$ cat config.mk
export PLATFORM = sky130hd
export DESIGN_NAME = sgp_switch
export DESIGN_NICKNAME = d
export VERILOG_FILES = /design/src/hw/sgp_pkg.sv /design/src/hw/sgp_switch.sv
export SDC_FILE = /design/constraint.sdc
export NUM_CORES = 1
export LEC_CHECK = 0
export BUFFER_PORTS_ARGS = -buffer_cell sky130_fd_sc_hd__buf_2
export CAP_MARGIN = 20
export CORE_MARGIN = 3
export CORE_UTILIZATION = 34
export DETAILED_ROUTE_END_ITERATION = 16
export PLACE_DENSITY_LB_ADDON = 0.25
export SLEW_MARGIN = 20
export SYNTH_ARGS = -nofsm -noshare
export SYNTH_HDL_FRONTEND = slang
export SYNTH_SLANG_ARGS = --single-unit
$ cat constraint.sdc
create_clock -name clk -period 8.5 [get_ports clk]
set_clock_uncertainty 0.05 [all_clocks]
set_input_delay 0.85 -clock clk [delete_from_list [all_inputs] [get_ports clk]]
set_output_delay 0.85 -clock clk [all_outputs]
set_load 0.05 [all_outputs]
$ cat src/hw/sgp_pkg.sv
package sgp_pkg;
  // ==========================================================
  // gain set switching
  localparam logic [2:0]  GAIN_SRC_ACTUAL_SPEED   = 3'h4;
  localparam logic [31:0] GAIN_SPEED_THR_RST      = 32'h0000_0064; // 100 rpm
  localparam logic [15:0] SMOOTH_TIME_MS_RST      = 16'h0014;      // 20 ms
  localparam logic [15:0] SMOOTH_TIME_MS_MIN      = 16'h0008;      // 8 ms
  localparam logic [15:0] SMOOTH_TIME_MS_MAX      = 16'h03e8;      // 1000 ms
  // second and first gain set defaults, fixed point x100 / integer ms
  localparam logic [31:0] POS_GAIN2_RST           = 32'h0000_0064; // 1.00
  localparam logic [31:0] SPD_GAIN2_RST           = 32'h0000_001e; // 0.3
  localparam logic [31:0] INT_TIME2_RST           = 32'h0000_0014; // 20 ms
  localparam logic [31:0] SPD_GAIN1_RST           = 32'h0000_001e; // 0.3
  localparam logic [31:0] INT_TIME1_RST           = 32'h0000_000f; // 15 ms
  // ==========================================================
  // pi to p switching sources
  localparam logic [2:0]  PIP_SRC_OFF             = 3'h0;
  localparam logic [2:0]  PIP_SRC_TORQUE          = 3'h1;
  localparam logic [2:0]  PIP_SRC_INPUT           = 3'h2;
  localparam logic [2:0]  PIP_SRC_SPEED           = 3'h3;
  localparam logic [2:0]  PIP_SRC_ACCEL           = 3'h4;
  localparam logic [2:0]  PIP_SRC_DEVIATION       = 3'h5;
  localparam logic [31:0] PIP_TORQUE_THR_RST      = 32'h0000_00c8; // 200 %
  localparam logic [31:0] PIP_SPEED_THR_RST       = 32'h0000_07d0; // 2000 rpm
  localparam logic [31:0] PIP_ACCEL_THR_RST       = 32'h0000_0014; // 20 rev/s2
  localparam logic [31:0] PIP_DEV_THR_RST         = 32'h0000_7530; // 30000
  // ==========================================================
  // timing at 10 MHz
  localparam int          CLK_HZ                  = 10_000_000;
  localparam int          CYC_PER_MS              = CLK_HZ / 1000;
  localparam int          FILTER_TIME_MS          = 10;
  localparam int          FILTER_CYCLES           = FILTER_TIME_MS * CYC_PER_MS;
  localparam int          PIP_DELAY_MS            = 2;
  localparam int          PIP_DELAY_CYCLES        = PIP_DELAY_MS * CYC_PER_MS;
  localparam int          CTRL_PERIOD_US          = 125;
  localparam int          CTRL_CYCLES             = CTRL_PERIOD_US * CLK_HZ / 1_000_000;
  localparam logic [7:0]  BLEND_FULL              = 8'hff;
endpackage

$ cat src/hw/sgp_switch.sv
`timescale 1ns/1ps
// Function
// - gain source 4 compares actual speed against speed threshold, default 100
// - in speed mode, below threshold use gain set one, otherwise gain set two; other modes always use set one
// - smooth every gain set change with 8 to 1000 ms time constant
// - two gain sets; second defaults 1.00, 0.3, 20 ms
// - no proportional-only switching in torque control mode
// - proportional-only only when auto tuning and gain switching are off
// - proportional-only decision takes effect after a few milliseconds delay
// - condition true gives P control, else PI control
// - source 0 off, 1 torque, 2 input, 3 speed, 4 accel, 5 deviation
// - source 1 switches when torque setpoint exceeds threshold, default 200
// - source 2 input level 0 gives PI, level 1 gives P
// - source 3 switches when speed setpoint exceeds threshold, default 2000
// - source 4 switches when acceleration exceeds threshold, default 20
// - P switching uses set one speed gain 0.3 and integral 15 ms
// - source 5 switches when pulse deviation exceeds threshold, default 30000
// - gain change input pulses under 10 ms are ignored
module sgp_switch
  import sgp_pkg::*;
#(
  parameter int FILTER_CNT = FILTER_CYCLES,
  parameter int DELAY_CNT  = PIP_DELAY_CYCLES,
  parameter int CTRL_CNT   = CTRL_CYCLES
) (
  input  wire logic        clk,
  input  wire logic        rstn,
  input  wire logic        torque_mode,
  input  wire logic        speed_mode,
  input  wire logic        auto_tune_on,
  input  wire logic [2:0]  gain_switch_source_select,
  input  wire logic [2:0]  pi_to_p_source_select,
  input  wire logic [31:0] gain_switch_speed_threshold,
  input  wire logic [15:0] gain_transition_smoothing_time,
  input  wire logic [31:0] pi_to_p_torque_threshold,
  input  wire logic [31:0] pi_to_p_speed_threshold,
  input  wire logic [31:0] pi_to_p_accel_threshold,
  input  wire logic [31:0] pi_to_p_deviation_threshold,
  input  wire logic [31:0] actual_speed,
  input  wire logic [31:0] torque_setpoint,
  input  wire logic [31:0] speed_setpoint,
  input  wire logic [31:0] acceleration,
  input  wire logic [31:0] pulse_deviation,
  input  wire logic        gain_change_in,
  output logic             gain_set_two,
  output logic [7:0]       gain_blend,
  output logic             p_only,
  output logic             ctrl_tick
);
  // ==========================================================
  // input synchroniser and 10 ms pulse filter
  logic [2:0]  gc_sync;
  logic        gc_level;
  logic [31:0] gc_cnt;
  logic [2:0]  next_gc_sync;
  logic        next_gc_level;
  logic [31:0] next_gc_cnt;
  always_comb begin
    next_gc_sync  = {gc_sync[1:0], gain_change_in};
    next_gc_level = gc_level;
    next_gc_cnt   = 32'h0;
    if (gc_sync[2] == gc_sync[1] && gc_sync[2] != gc_level) begin
      next_gc_cnt = gc_cnt + 32'h1;
      if (gc_cnt >= 32'(FILTER_CNT - 1)) begin
        next_gc_level = gc_sync[2];
        next_gc_cnt   = 32'h0;
      end
    end
  end
  always_ff @(posedge clk or negedge rstn) begin
    if (!rstn) begin
      gc_sync  <= 3'h0;
      gc_level <= 1'b0;
      gc_cnt   <= 32'h0;
    end else begin
      gc_sync  <= next_gc_sync;
      gc_level <= next_gc_level;
      gc_cnt   <= next_gc_cnt;
    end
  end

  // ==========================================================
  // control cycle tick
  logic [15:0] tick_cnt;
  logic [15:0] next_tick_cnt;
  logic        next_ctrl_tick;
  always_comb begin
    next_ctrl_tick = (tick_cnt == 16'(CTRL_CNT - 1));
    next_tick_cnt  = next_ctrl_tick ? 16'h0 : tick_cnt + 16'h1;
  end
  always_ff @(posedge clk or negedge rstn) begin
    if (!rstn) begin
      tick_cnt  <= 16'h0;
      ctrl_tick <= 1'b0;
    end else begin
      tick_cnt  <= next_tick_cnt;
      ctrl_tick <= next_ctrl_tick;
    end
  end

  // ==========================================================
  // magnitudes and comparisons
  function automatic logic [31:0] mag(input logic [31:0] v);
    mag = v[31] ? 32'(-v) : v;
  endfunction

  logic gain_cond;
  logic pip_cond;
  logic pip_allowed;
  always_comb begin
    gain_cond = speed_mode && (gain_switch_source_select == GAIN_SRC_ACTUAL_SPEED)
                && (mag(actual_speed) >= gain_switch_speed_threshold);
  end
  always_comb begin
    case (pi_to_p_source_select)
      PIP_SRC_TORQUE:    pip_cond = mag(torque_setpoint) > pi_to_p_torque_threshold;
      PIP_SRC_INPUT:     pip_cond = gc_level;
      PIP_SRC_SPEED:     pip_cond = mag(speed_setpoint) > pi_to_p_speed_threshold;
      PIP_SRC_ACCEL:     pip_cond = mag(acceleration) > pi_to_p_accel_threshold;
      PIP_SRC_DEVIATION: pip_cond = mag(pulse_deviation) > pi_to_p_deviation_threshold;
      default:           pip_cond = 1'b0;
    endcase
  end
  assign pip_allowed = !torque_mode && !auto_tune_on && (gain_switch_source_select == 3'h0);

  // ==========================================================
  // decision registers, delay and smoothing
  logic        pip_req;
  logic [31:0] dly_cnt;
  logic [31:0] sm_cnt;
  logic [31:0] sm_step;
  logic        next_gain_set_two;
  logic        next_pip_req;
  logic [31:0] next_dly_cnt;
  logic        next_p_only;
  logic [31:0] next_sm_cnt;
  logic [7:0]  next_gain_blend;
  always_comb begin
    logic [15:0] tc;
    tc = gain_transition_smoothing_time;
    if (tc < SMOOTH_TIME_MS_MIN) tc = SMOOTH_TIME_MS_MIN;
    if (tc > SMOOTH_TIME_MS_MAX) tc = SMOOTH_TIME_MS_MAX;
    // cycles per blend step: tc ms spread over 255 steps
    sm_step = 32'(tc) * 32'(CYC_PER_MS) / 32'h0000_00ff;
    next_gain_set_two = gain_set_two;
    next_pip_req      = pip_req;
    if (ctrl_tick) begin
      next_gain_set_two = gain_cond;
      next_pip_req      = pip_allowed && pip_cond;
    end
    // delayed P engagement, set one gains
    next_p_only  = p_only;
    next_dly_cnt = 32'h0;
    if (!pip_req) begin
      next_p_only = 1'b0;
    end else if (!p_only) begin
      next_dly_cnt = dly_cnt + 32'h1;
      if (dly_cnt >= 32'(DELAY_CNT - 1)) next_p_only = 1'b1;
    end
    next_gain_blend = gain_blend;
    next_sm_cnt     = sm_cnt + 32'h1;
    if (sm_cnt >= sm_step) begin
      next_sm_cnt = 32'h0;
      if (gain_set_two && gain_blend != BLEND_FULL) next_gain_blend = gain_blend + 8'h1;
      if (!gain_set_two && gain_blend != 8'h0) next_gain_blend = gain_blend - 8'h1;
    end
  end
  always_ff @(posedge clk or negedge rstn) begin
    if (!rstn) begin
      gain_set_two <= 1'b0;
      pip_req      <= 1'b0;
      dly_cnt      <= 32'h0;
      p_only       <= 1'b0;
      sm_cnt       <= 32'h0;
      gain_blend   <= 8'h0;
    end else begin
      gain_set_two <= next_gain_set_two;
      pip_req      <= next_pip_req;
      dly_cnt      <= next_dly_cnt;
      p_only       <= next_p_only;
      sm_cnt       <= next_sm_cnt;
      gain_blend   <= next_gain_blend;
    end
  end

  // ==========================================================
  // checks
  a_torque_no_p: assert property (@(posedge clk) disable iff (!rstn)
    torque_mode && ctrl_tick |=> !pip_req)
    else $error("p request in torque mode");
  a_tune_no_p: assert property (@(posedge clk) disable iff (!rstn)
    (auto_tune_on || gain_switch_source_select != 3'h0) && ctrl_tick |=> !pip_req)
    else $error("p request while tuning or gain switching");
  a_p_delayed: assert property (@(posedge clk) disable iff (!rstn)
    $rose(pip_req) |-> !p_only ##1 !p_only)
    else $error("p control engaged without delay");
  a_p_release: assert property (@(posedge clk) disable iff (!rstn)
    !pip_req |=> !p_only)
    else $error("p control held after condition left");
  a_gain_speed: assert property (@(posedge clk) disable iff (!rstn)
    ctrl_tick && gain_cond |=> gain_set_two)
    else $error("second gain set not chosen");
  a_gain_low: assert property (@(posedge clk) disable iff (!rstn)
    ctrl_tick && (!speed_mode || gain_switch_source_select != GAIN_SRC_ACTUAL_SPEED)
    |=> !gain_set_two)
    else $error("first gain set not chosen");
  a_blend_step: assert property (@(posedge clk) disable iff (!rstn)
    gain_blend != $past(gain_blend) |-> $past(sm_cnt) >= $past(sm_step))
    else $error("blend moved off step");
  a_input_filter: assert property (@(posedge clk) disable iff (!rstn)
    $changed(gc_level) |-> $past(gc_cnt) >= 32'(FILTER_CNT - 1))
    else $error("input accepted before filter time");
  a_off_source: assert property (@(posedge clk) disable iff (!rstn)
    ctrl_tick && pi_to_p_source_select == PIP_SRC_OFF |=> !pip_req)
    else $error("p request with source off");
endmodule

==> metrics.txt <==
Worst path max stage delay=560 ps; CP startpoint kind=input pin; critical path type=input pin to flip-flop; met1 usage=0.285; chip width=292 um; Critical path origin=gain_transition_smoothing_time[2]; post-route ant nets=0; Layout Nets=5614; Layout area overhead=42.9%; DRC violations left=0; final setup violation count=32; reg2reg start=sm_cnt[0]; DP Worst Slack=-17440 ps; via-per-instance ratio=5.35; Max-Cap Viols=0; CTS max path bufs=2; Routed wire per std cell=16.3 um; Vias=32304; busiest grt layer=met2; Worst-Margin Slew=1210 ps; CP Capture Type=flip-flop; Total Wirelength=98600 um; initial antenna violation count=8; clock root cell=clkbuf_16; Initial DRC Count=1743; detailed-router iteration count before antenna repair=6; #FFs+latches synth=128; Fin. Hold Viols=0; Synth Cell Area=27900 um2; first-pass GRT wire length=158000 um; synthesized area per cell=7.47 um2; worst reg-to-reg path cell count=35; Arrival @ worst endpoint=25340 ps; Starting Density=0.345; reg2reg setup slack=4020 ps; largest net degree at the start of global routing=77; Worst EP required=8760 ps; RD Place Congestion=0.931; register area share after synthesis=0.115; final worst path period share=2.95; fmax=39.9 MHz; CP max FO=8; port buffer count=358; grt met3 use=0.0232; Worst setup endpoint=gain_blend[3]; top-area cell type share of the netlist area=0.124; status=finished, violations left; die area=85500 um2; cell accounting for the most synthesized area=ha_1; CTS sink cnt=128; RSZ-0062 raised after global routing=true; GR Layer Usage met2=0.385; total number of yosys warnings=0; Hold WC Path Type=input pin to asynchronous set/reset pin; fraction of registers with async set/reset=1.00; # IOs=359; Worst-path clk slew=70 ps; Setup WS post-layout=-16580 ps; Final Slew Violations=0; setup TNS=-526400 ps; GR Overflow Total=0; Core Box Area=80900 um2; worst skew pair latency=430 ps; Mapped Cells=3738; post-synth cell types=145; Top FF cell, synth=dfrtp_1; failing checks=negative setup slack; TritonCTS buffer count=17; Slowest-stage cell, CP=fa_2; GRT Total Usage=0.220; number of synthesized flops with an enable pin=0; Row Count=104; critical path's most frequent cell=buf_4; CTS tree=done; reg2reg end=gain_blend[3]; Hold WS=306 ps; vias in the first global route=31303; most common cell in the netlist=nor2_1; Worst slew margin=0.192; fraction of layout cells with a size suffix above 1=0.344; min Tclk post-route=25080 ps; Synth area leaders=ha_1, dfrtp_1, xnor2_1; most frequent cells after synthesis=nor2_1, inv_1, nand2_1; Die H=292 um; depth of the CTS H-tree=4; Final HPWL DP=82600 um
per-stage QoR:
stage,util,cells,area [um2]
floorplan,-,3789,28900
global placement,0.465,5926,37600
detailed placement,0.465,5926,37600
CTS,0.480,5983,38800
global route,0.493,6033,39900
finish,0.493,6033,39900
timing repair:
item | CTS | global route
endpoints found under the setup margin | 32 | 32
pin swaps | 53 | 90
gates resized for setup | 82 | 159
hold buffers | 0 | 0
setup buffers | 24 | 45
cloned | 1 | 1
worst max-delay path: cells and delay by family:
kind / cells / cell delay [ps]
AOI/OAI and AO/OA: 53 / 9490
xor gates and xnor gates: 3 / 520
adders and majority gates: 10 / 3050
buffers and inverters: 24 / 3030
muxes: 3 / 810
and+or+nand+nor: 47 / 7530
logic make-up (layout without fill, tap and decap cells):
family          Yosys count  count (layout)  share of synthesized area
compound gates          989             989                      0.259
xor+xnor                344             344                      0.110
fa+ha+maj               314             314                      0.150
buf+inv                 416            1593                     0.0593
flops                   128             128                      0.115
mux                      56              56                     0.0213
other cells               2              60                   0.000269
simple gates           1489            1489                      0.285
how the worst min path moves through the flow:
stage / to / slack [ps] / depth (start not counted)
after global routing: gain_blend[6] / 340 / 1
after CTS: gain_blend[6] / 320 / 1
after floorplan: gc_sync[1] / 280 / 0
final: gain_blend[6] / 310 / 1
after detailed placement: gc_sync[1] / 320 / 0
after global placement: gc_sync[1] / 320 / 0
layout make-up:
cell class                 instances  area, um2
sequential                       128       3200
multi-input combinational       3245      25000
antenna                            7       17.5
fill                            8052      41100
clock inverter                    15        188
tap                             1060       1330
inverter                         314       1180
timing repair buffer            1247       8580
clock buffer                      17        425
placed cells by master (no fill, tap or decap), types with 24 or more instances in the layout:
master and n:
and2_1 41, nor4_1 51, fa_1 34, dfrtp_1 128, a21o_1 38, buf_2 355, xor2_1 74, a31oi_1 47
nand4_1 100, nor2b_1 48, o21a_1 28, nor2_1 289, conb_1 53, o21ai_0 174, o31ai_1 55, xnor2_1 253
nand2_1 271, ha_1 266, o41ai_1 25, a21oi_1 159, nand2b_1 73, nand3_1 125, buf_4 871, inv_1 291
or4_1 24, o211ai_1 40, or3_1 63, o21ai_1 42, nor3_1 98, and3_1 70
sequential cells by signal, summed over array words and instances (netlist names):
register,flops
tick_cnt,16
sm_cnt,32
ctrl_tick,1
gain_set_two,1
gc_sync,3
gc_level,1
dly_cnt,32
gc_cnt,32
pip_req,1
gain_blend,8
p_only,1
layer usage:
metal / part of all wire / vias up
li1: - / 16226
met1: 0.45 / 15225
met2: 0.48 / 676
met3: 0.036 / 175
met4: 0.030 / 2
met5: 0.00011 / -
Power is not shown: default switching activity piles up to over one toggle a cycle in this logic, so the estimate is an artifact.
